$ cat src/hdl/adc_conversion_pkg.sv
// Constants and types shared by the converter control block
package adc_conversion_pkg;
  localparam int CLK_PERIOD_NS = 20;
  localparam int INSTR_CYCLE_NS = 200;
  localparam int INSTR_CYCLES = (INSTR_CYCLE_NS + CLK_PERIOD_NS - 1) / CLK_PERIOD_NS;
  localparam int OSC_PERIOD_NS = 4000;
  localparam int OSC_CYCLES = OSC_PERIOD_NS / CLK_PERIOD_NS;
  localparam int CONV_PERIODS = 11;
  localparam int ABORT_PERIODS = 2;
  localparam int RES_W = 10;
  localparam int DIV_W = 8;
  localparam int ADDR_W = 8;

  localparam logic [DIV_W-1:0] INSTR_LAST = DIV_W'(INSTR_CYCLES - 1);
  localparam logic [DIV_W-1:0] OSC_LAST = DIV_W'(OSC_CYCLES - 1);
  localparam logic [DIV_W-1:0] DIV_BASE = 8'h02;
  localparam logic [DIV_W-1:0] DIV_ONE = 8'h01;
  localparam logic [3:0] CONV_LAST = 4'(CONV_PERIODS - 1);
  localparam logic [3:0] ABORT_LAST = 4'(ABORT_PERIODS - 1);
  localparam logic [3:0] COUNT_ONE = 4'h1;
  localparam logic [2:0] DIV_SEL_MAX = 3'h5;

  localparam logic [ADDR_W-1:0] ADDR_CONTROL = 8'h00;
  localparam logic [ADDR_W-1:0] ADDR_RESULT_HIGH = 8'h04;
  localparam logic [ADDR_W-1:0] ADDR_RESULT_LOW = 8'h08;
  localparam logic [ADDR_W-1:0] ADDR_STATUS = 8'h0c;
  localparam logic [ADDR_W-1:0] ADDR_CLOCK_CFG = 8'h10;

  localparam int BIT_ENABLE = 0;
  localparam int BIT_GO = 1;
  localparam int CHAN_LSB = 2;
  localparam int CHAN_MSB = 4;
  localparam int BIT_REF = 6;
  localparam int BIT_JUSTIFY = 7;
  localparam int BIT_FLAG = 0;
  localparam int BIT_IRQ_EN = 1;
  localparam int BIT_POWERED = 2;
  localparam int DIV_LSB = 0;
  localparam int DIV_MSB = 2;
  localparam int BIT_OSC = 3;

  localparam logic [1:0] RESP_OKAY = 2'h0;
  localparam logic [1:0] RESP_SLVERR = 2'h2;

  typedef enum logic [2:0] {
    ST_OFF, ST_ACQUIRE, ST_DELAY, ST_CONVERT, ST_FINISH, ST_ABORT, ST_PARKED
  } conv_state_t;

  typedef struct packed {
    logic powered;
    logic sampling;
    logic [2:0] channel;
    logic ref_external;
  } analog_ctrl_t;

  typedef struct packed {
    logic [RES_W-1:0] probe;
    logic [RES_W-1:0] value;
  } sar_state_t;
endpackage : adc_conversion_pkg

$ cat src/hdl/adc_conversion_control.sv
// Converter control: register slave, conversion sequencer and result formatting
`timescale 1ns/10ps
module adc_conversion_control (
  // Clock, reset and clock enable
  input wire logic clock,
  input wire logic rst,
  input wire logic ce,
  // AXI4-Lite write address and data
  input wire logic [adc_conversion_pkg::ADDR_W-1:0] s_axi_awaddr,
  input wire logic s_axi_awvalid,
  output logic s_axi_awready,
  input wire logic [31:0] s_axi_wdata,
  input wire logic [3:0] s_axi_wstrb,
  input wire logic s_axi_wvalid,
  output logic s_axi_wready,
  // AXI4-Lite write response
  output logic [1:0] s_axi_bresp,
  output logic s_axi_bvalid,
  input wire logic s_axi_bready,
  // AXI4-Lite read
  input wire logic [adc_conversion_pkg::ADDR_W-1:0] s_axi_araddr,
  input wire logic s_axi_arvalid,
  output logic s_axi_arready,
  output logic [31:0] s_axi_rdata,
  output logic [1:0] s_axi_rresp,
  output logic s_axi_rvalid,
  input wire logic s_axi_rready,
  // Device events
  input wire logic sleep_active,
  input wire logic event_trigger,
  output logic timer_clear,
  output logic conversion_done_flag,
  output logic wake_request,
  // Analog core
  output adc_conversion_pkg::analog_ctrl_t analog_ctrl,
  output logic [adc_conversion_pkg::RES_W-1:0] trial_code,
  input wire logic compare_high
);
  import adc_conversion_pkg::*;

  typedef struct packed {
    conv_state_t state;
    logic converter_enable;
    logic result_justify_select;
    logic positive_reference_select;
    logic [2:0] input_channel_select;
    logic conversion_irq_enable;
    logic flag;
    logic osc_select;
    logic [2:0] div_select;
    logic [DIV_W-1:0] div_count;
    logic [3:0] period_count;
    logic [RES_W-1:0] result_value;
    logic aw_held;
    logic [ADDR_W-1:0] awaddr;
    logic w_held;
    logic [7:0] wdata;
    logic wstrb0;
    logic bvalid;
    logic [1:0] bresp;
    logic rvalid;
    logic [1:0] rresp;
    logic [7:0] rdata;
    logic timer_clear;
    logic wake;
    analog_ctrl_t analog;
  } ctrl_state_t;

  ctrl_state_t s;
  ctrl_state_t next_s;

  logic [DIV_W-1:0] period_limit;
  logic period_tick;
  logic busy;
  logic do_write;
  logic wr_control;
  logic wr_status;
  logic wr_clock;
  logic start_req;
  logic abort_req;
  logic sleep_abort;
  logic sar_load;
  logic sar_step;
  logic [RES_W-1:0] sar_value;
  logic [7:0] read_byte;

  function automatic logic is_mapped(input logic [ADDR_W-1:0] addr);
    return (addr == ADDR_CONTROL) || (addr == ADDR_RESULT_HIGH) || (addr == ADDR_RESULT_LOW)
      || (addr == ADDR_STATUS) || (addr == ADDR_CLOCK_CFG);
  endfunction : is_mapped

  // Conversion clock as an enable tick; one domain, so no start or done event can slip
  assign period_limit = s.osc_select ? OSC_LAST : ((DIV_BASE << s.div_select) - DIV_ONE);
  assign period_tick = (s.div_count == period_limit);
  assign busy = (s.state == ST_DELAY) || (s.state == ST_CONVERT) || (s.state == ST_FINISH);

  // Write is performed once address and data are both held and byte strobe 0 is set
  assign do_write = s.aw_held && s.w_held && s.wstrb0;
  assign wr_control = do_write && (s.awaddr == ADDR_CONTROL);
  assign wr_status = do_write && (s.awaddr == ADDR_STATUS);
  assign wr_clock = do_write && (s.awaddr == ADDR_CLOCK_CFG);

  // Start only counts when the module was already on before this write
  assign start_req = (wr_control && s.wdata[BIT_GO] && s.wdata[BIT_ENABLE] && s.converter_enable)
    || (event_trigger && s.converter_enable);
  assign abort_req = wr_control && !s.wdata[BIT_GO]
    && ((s.state == ST_DELAY) || (s.state == ST_CONVERT));
  // Divided clock stops in sleep, so anything running short of ST_FINISH is lost
  assign sleep_abort = sleep_active && !s.osc_select
    && (s.state != ST_OFF) && (s.state != ST_PARKED);

  // Register read view
  always_comb begin
    read_byte = 8'h00;
    case (s_axi_araddr)
      ADDR_CONTROL: begin
        read_byte[BIT_ENABLE] = s.converter_enable;
        read_byte[BIT_GO] = busy;
        read_byte[CHAN_MSB:CHAN_LSB] = s.input_channel_select;
        read_byte[BIT_REF] = s.positive_reference_select;
        read_byte[BIT_JUSTIFY] = s.result_justify_select;
      end
      ADDR_RESULT_HIGH: begin
        if (s.result_justify_select) begin
          read_byte = {6'h00, s.result_value[9:8]};
        end else begin
          read_byte = s.result_value[9:2];
        end
      end
      ADDR_RESULT_LOW: begin
        if (s.result_justify_select) begin
          read_byte = s.result_value[7:0];
        end else begin
          read_byte = {s.result_value[1:0], 6'h00};
        end
      end
      ADDR_STATUS: begin
        read_byte[BIT_FLAG] = s.flag;
        read_byte[BIT_IRQ_EN] = s.conversion_irq_enable;
        read_byte[BIT_POWERED] = s.analog.powered;
      end
      ADDR_CLOCK_CFG: begin
        read_byte[DIV_MSB:DIV_LSB] = s.div_select;
        read_byte[BIT_OSC] = s.osc_select;
      end
      default: begin
        read_byte = 8'h00;
      end
    endcase
  end

  always_comb begin
    next_s = s;
    sar_load = 1'b0;
    sar_step = 1'b0;
    next_s.timer_clear = event_trigger;

    // Free running period divider, realigned at each start
    if (period_tick) begin
      next_s.div_count = '0;
    end else begin
      next_s.div_count = s.div_count + DIV_ONE;
    end

    // Bus channels
    if (s.bvalid && s_axi_bready) begin
      next_s.bvalid = 1'b0;
    end
    if (s_axi_awvalid && s_axi_awready) begin
      next_s.aw_held = 1'b1;
      next_s.awaddr = s_axi_awaddr;
    end
    if (s_axi_wvalid && s_axi_wready) begin
      next_s.w_held = 1'b1;
      next_s.wdata = s_axi_wdata[7:0];
      next_s.wstrb0 = s_axi_wstrb[0];
    end
    if (s.aw_held && s.w_held) begin
      next_s.aw_held = 1'b0;
      next_s.w_held = 1'b0;
      next_s.bvalid = 1'b1;
      next_s.bresp = is_mapped(s.awaddr) ? RESP_OKAY : RESP_SLVERR;
    end
    if (s.rvalid && s_axi_rready) begin
      next_s.rvalid = 1'b0;
    end
    if (s_axi_arvalid && s_axi_arready) begin
      next_s.rvalid = 1'b1;
      next_s.rdata = read_byte;
      next_s.rresp = is_mapped(s_axi_araddr) ? RESP_OKAY : RESP_SLVERR;
    end

    // Register writes; result addresses take no write
    if (wr_control) begin
      next_s.converter_enable = s.wdata[BIT_ENABLE];
      next_s.input_channel_select = s.wdata[CHAN_MSB:CHAN_LSB];
      next_s.positive_reference_select = s.wdata[BIT_REF];
      next_s.result_justify_select = s.wdata[BIT_JUSTIFY];
    end
    if (wr_status) begin
      next_s.conversion_irq_enable = s.wdata[BIT_IRQ_EN];
      if (s.wdata[BIT_FLAG]) begin
        next_s.flag = 1'b0;
      end
    end
    if (wr_clock) begin
      next_s.osc_select = s.wdata[BIT_OSC];
      if (s.wdata[DIV_MSB:DIV_LSB] > DIV_SEL_MAX) begin
        next_s.div_select = DIV_SEL_MAX;
      end else begin
        next_s.div_select = s.wdata[DIV_MSB:DIV_LSB];
      end
    end

    // Conversion sequencer
    case (s.state)
      ST_OFF: begin
        if (s.converter_enable) begin
          next_s.state = ST_ACQUIRE;
        end
      end
      ST_ACQUIRE: begin
        if (start_req) begin
          next_s.div_count = '0;
          next_s.period_count = '0;
          if (s.osc_select) begin
            next_s.state = ST_DELAY;
          end else begin
            next_s.state = ST_CONVERT;
            sar_load = 1'b1;
          end
        end
      end
      ST_DELAY: begin
        // One instruction of grace so sleep can run before the conversion
        if (s.div_count == INSTR_LAST) begin
          next_s.state = ST_CONVERT;
          next_s.div_count = '0;
          sar_load = 1'b1;
        end
      end
      ST_CONVERT: begin
        // First period holds the sample, then one bit per period
        if (period_tick) begin
          if (s.period_count != '0) begin
            sar_step = 1'b1;
          end
          if (s.period_count == CONV_LAST) begin
            next_s.state = ST_FINISH;
          end else begin
            next_s.period_count = s.period_count + COUNT_ONE;
          end
        end
      end
      ST_FINISH: begin
        next_s.result_value = sar_value;
        next_s.flag = 1'b1;
        if (sleep_active && !s.conversion_irq_enable) begin
          next_s.state = ST_PARKED;
        end else begin
          next_s.state = ST_ACQUIRE;
        end
      end
      ST_ABORT: begin
        if (period_tick) begin
          if (s.period_count == ABORT_LAST) begin
            next_s.state = ST_ACQUIRE;
          end else begin
            next_s.period_count = s.period_count + COUNT_ONE;
          end
        end
      end
      ST_PARKED: begin
        // Powered down with the enable bit left set until sleep ends
        if (!sleep_active) begin
          next_s.state = ST_ACQUIRE;
        end
      end
      default: begin
        next_s.state = ST_OFF;
      end
    endcase

    // Abort leaves the old result untouched and waits before reacquiring
    if (abort_req) begin
      next_s.state = ST_ABORT;
      next_s.period_count = '0;
      next_s.div_count = '0;
    end
    if (sleep_abort) begin
      next_s.state = ST_PARKED;
    end
    if (!next_s.converter_enable) begin
      next_s.state = ST_OFF;
    end

    // Wake needs an enabled interrupt; the flag itself is set regardless
    next_s.wake = sleep_active && next_s.flag && next_s.conversion_irq_enable;

    // Analog core controls follow the next state so they leave a flop
    next_s.analog.powered = next_s.converter_enable
      && (next_s.state != ST_OFF) && (next_s.state != ST_PARKED);
    next_s.analog.sampling = (next_s.state == ST_ACQUIRE);
    next_s.analog.channel = next_s.input_channel_select;
    next_s.analog.ref_external = next_s.positive_reference_select;
  end

  // Results are cleared too, though software must not rely on them before a conversion
  always_ff @(posedge clock or posedge rst) begin
    if (rst) begin
      s <= '0;
    end else if (ce) begin
      s <= next_s;
    end
  end

  sar_register u_sar (
    .clock(clock),
    .rst(rst),
    .ce(ce),
    .load(sar_load),
    .step(sar_step),
    .compare_high(compare_high),
    .trial(trial_code),
    .value(sar_value)
  );

  // Ready falls with the clock enable so no beat is taken while frozen
  assign s_axi_awready = ce && !s.aw_held && !s.bvalid;
  assign s_axi_wready = ce && !s.w_held && !s.bvalid;
  assign s_axi_arready = ce && !s.rvalid;
  assign s_axi_bvalid = s.bvalid;
  assign s_axi_bresp = s.bresp;
  assign s_axi_rvalid = s.rvalid;
  assign s_axi_rresp = s.rresp;
  assign s_axi_rdata = {24'h000000, s.rdata};
  assign timer_clear = s.timer_clear;
  assign conversion_done_flag = s.flag;
  assign wake_request = s.wake;
  assign analog_ctrl = s.analog;
endmodule : adc_conversion_control

$ cat src/hdl/sar_register.sv
// Successive approximation register, one decision per step, most significant first
`timescale 1ns/10ps
module sar_register (
  // Clock and reset
  input wire logic clock,
  input wire logic rst,
  input wire logic ce,
  // Control
  input wire logic load,
  input wire logic step,
  input wire logic compare_high,
  // Trial code and settled value
  output logic [adc_conversion_pkg::RES_W-1:0] trial,
  output logic [adc_conversion_pkg::RES_W-1:0] value
);
  import adc_conversion_pkg::*;

  sar_state_t s;
  sar_state_t next_s;
  logic [RES_W-1:0] decided;

  // Each bit keeps its trial one only while it is the bit under test
  for (genvar i = 0; i < RES_W; i++) begin : g_bit
    assign decided[i] = s.probe[i] ? compare_high : s.value[i];
  end

  always_comb begin
    next_s = s;
    if (load) begin
      next_s.probe = {1'b1, {(RES_W-1){1'b0}}};
      next_s.value = '0;
    end else if (step) begin
      next_s.value = decided;
      next_s.probe = s.probe >> 1;
    end
  end

  always_ff @(posedge clock or posedge rst) begin
    if (rst) begin
      s <= '0;
    end else if (ce) begin
      s <= next_s;
    end
  end

  assign trial = s.value | s.probe;
  assign value = s.value;
endmodule : sar_register

$ cat config.mk
export PLATFORM = sky130hd
export DESIGN_NAME = adc_conversion_control
export DESIGN_NICKNAME = d
export VERILOG_FILES = /design/src/hdl/adc_conversion_pkg.sv /design/src/hdl/adc_conversion_control.sv /design/src/hdl/sar_register.sv
export SDC_FILE = /design/constraint.sdc
export NUM_CORES = 1
export LEC_CHECK = 0
export BUFFER_PORTS_ARGS = -buffer_cell sky130_fd_sc_hd__clkbuf_2
export CORE_MARGIN = 5
export CORE_UTILIZATION = 35
export DETAILED_ROUTE_END_ITERATION = 8
export SLEW_MARGIN = 10
export SYNTH_ARGS = -nofsm -noshare
export SYNTH_HDL_FRONTEND = slang
export SYNTH_SLANG_ARGS = --single-unit
$ cat constraint.sdc
create_clock -name clock -period 3.2 [get_ports clock]
set_clock_uncertainty 0.2 [all_clocks]
set_input_delay 0.16 -clock clock [delete_from_list [all_inputs] [get_ports clock]]
set_output_delay 0.16 -clock clock [all_outputs]
set_load 0.01 [all_outputs]
==> metrics <==
outcome finished clean; worst skew pair latency 340 ps; peak supply drop 0.000351 V; worst slew pin tran 662 ps; max incr delay on CP 570 ps; DIE AREA 17,400 um^2; H-tree depth 3; Rows 44; gp weighted congestion 0.850; Root Driver clkbuf_16; Buffers on Ports 68; critical setup path kind reg2reg; DRT antenna net count 0; Final Slew Violations 0; via count 4,330; kind of end point of the critical path flip-flop; nets 698; CP arrival 3050 ps; Design Area, Final 6210 um^2; WHS 18.8 ps; yosys warns 0; TritonCTS clock tree done; initial DRC count 225; Initial Util 35.7%; Rel. slew slack 55.5%; crit-path max FO 7; initial antenna violation count 0; CP Launch Type flip-flop; CTS clk-pin slew, worst paths 60 ps; layout cells sized above 1 26.0%; buffer and inverter count on the worst path 0; ranking of synthesized cells by area dfrtp_1, mux2_2, buf_4; num ports 123; Post-DP Area 5570 um^2; total power 3.28 mW; commonest non-fill, non-tap cell in the layout dfrtp_1; Initial DRT Pass Iterations 5; fin crit share 95.0%; CTS Buffer Depth 2; Critical Path, Cell by Cell or3_1 > ha_4 > nor3b_2 > o31ai_2 > xnor2_2 > or4_1 > a21oi_2 > and4bb_1 > o211ai_1; FF-to-FF Start s[65]$_DFFE_PP0P_; grt ovf 0; DRC 0; TritonCTS buffer count 9; global-route wire length before repair 21,800 um; overall routing resource usage 15.0%; Area Overhead vs Synth 19.7%; CP top delay family simple AND/OR/NAND/NOR gates; average size of a mapped cell 9.45 um^2; vias in the first global route 4,211; most frequent cells in the layout dfrtp_1, clkbuf_2, nand2_1, mux2_2, nor2_1; Main synth FF type dfrtp_1; largest net degree at the start of global routing 38; hpwl dp 9740 um; type of the most critical hold path in2reg; cell taking the most area after synthesis dfrtp_1; Final Hold Viols 0; f_max 329 MHz; Clock Sink Count 91; part of the Yosys area used for sequential elements 43.9%; Final Setup Violations 0; hold_sp s_axi_araddr[2]; Synth Cell Area 5190 um^2; Die W 132 um; Post-synth EDFFs 0; power per cell area 529 nW/um^2; CP required 3210 ps; instance count of the mapped netlist 549; Max-Cap Viols 0; post-DR wirelength/cell 16.0 um; Final Util 42.7%; via/cell ratio 5.31; Slowest-stage cell, CP or4_1; FF+latch count, synth 91; Die Ht 132 um; CP Launch Point s[65]$_DFFE_PP0P_; Tmin final 3040 ps; Final Instance Count excl. Fillers 815; Post-Place Cells 774; antenna diode count 0; ys async rst share 100%; Yosys top cell area share 43.9%; Core Region 14,500 um^2; Pleak 2.93 nW; final wirelength 13,100 um; synth unique cells 63
[per-layer routing]
| metal | wire length, um | global-route usage [%] |
|---|---|---|
| met4 | 231 | 5.09 |
| met5 | 0 | 0 |
| met2 | 6410 | 25.1 |
| met3 | 582 | 2.60 |
| met1 | 5840 | 19.7 |
[power by group]
part           leakage (nW)  internal (mW)  switching (mW)
logic                  1.61          0.330           0.353
registers              1.18           1.34           0.186
clock network         0.142          0.624           0.444
[kinds of logic (layout without fill, tap and decap cells)]
logic type / count (synthesis) / after routing / synth area share (%)
mux: 39 / 39 / 8.34
compound gates: 116 / 116 / 14.3
fa+ha+maj: 7 / 7 / 1.69
other cells: 1 / 26 / 0.0723
xor+xnor: 10 / 10 / 1.69
simple gates: 202 / 202 / 20.8
buf+inv: 83 / 140 / 9.19
flops: 91 / 91 / 43.9
[worst paths after layout]
kind                                               to  slack, ps  cells past startpoint
hold reg to reg            s_axi_rdata[7]$_DFFE_PP0P_        270                      2
setup reg to reg           analog_ctrl[5]$_DFFE_PP0P_        160                      9
setup / recovery           analog_ctrl[5]$_DFFE_PP0P_        160                      9
max in group asynchronous  s_axi_rdata[7]$_DFFE_PP0P_       1880                      4
min in group asynchronous           s[29]$_DFFE_PP0P_        230                      3
hold / removal             s_axi_rdata[4]$_DFFE_PP0P_         20                      4
[timing repair]
item,4_1_cts,5_1_grt
hold buffers,23,0
hold endpoints to repair,64,0
resized for setup,0,12
endpoints found under the setup margin,0,33
buffers inserted,0,4
[final cells by class]
| type | instances | area, um^2 |
|---|---|---|
| repair buffers | 112 | 732 |
| inverters | 14 | 53.8 |
| well taps | 184 | 230 |
| multi-input cells | 400 | 2630 |
| clock inverters | 3 | 47.5 |
| fillers | 1430 | 8330 |
| flip-flops and latches | 91 | 2280 |
| clock buffers | 11 | 243 |
[metrics by stage]
stage	TNS, ps	setup WS, ps
floorplan	0	52.5
global placement	0	87.9
detailed placement	0	30.7
CTS	0	31.6
global route	-7.70	-7.70
finish	0	160
[worst reg2reg max path: cells and delay by family, from the launching register on]
family	cells	cell delay, ps
adders and majority gates	1	220
and+or+nand+nor	4	1410
AOI/OAI and AO/OA	3	530
DFF	1	370
xor gates and xnor gates	1	180
[state kept, by name, summed over array words and instances, names as in the netlist]
name,cells
s_axi_bresp,1
s,50
analog_ctrl,6
s_axi_bvalid,1
conversion_done_flag,1
s_axi_rvalid,1
timer_clear,1
u_sar.value,10
s_axi_rdata,8
s_axi_rresp,1
u_sar.s,10
wake_request,1
[cells in the mapped netlist (2+ instances only)]
cell and instances:
nor4b_1 3, and3b_1 2, a21o_1 5, nand3_1 12, o22ai_1 2, nor3_1 9
a21oi_1 27, o21ai_0 15, or2_2 11, o31ai_1 4, buf_2 6, buf_4 42
nand2b_1 4, and4_1 2, o211ai_1 3, mux2i_1 5, nor3b_1 7, a211oi_1 3
inv_1 14, dfrtp_1 91, o21ai_1 27, nor2_1 28, a22o_1 2, mux2_2 34
nand4_1 17, a222oi_1 2, a31oi_1 3, or3_1 2, nor4_1 6, nand2_1 66
clkbuf_1 20, xnor2_1 6, o21bai_1 2, and2_1 6, xor2_1 4, a221oi_1 4
o2bb2ai_1 4, ha_1 7, and3_1 11, nor4_2 2, nor2b_1 5, nand3b_1 3
No activity file was read; power rests on OpenSTA's default activity.
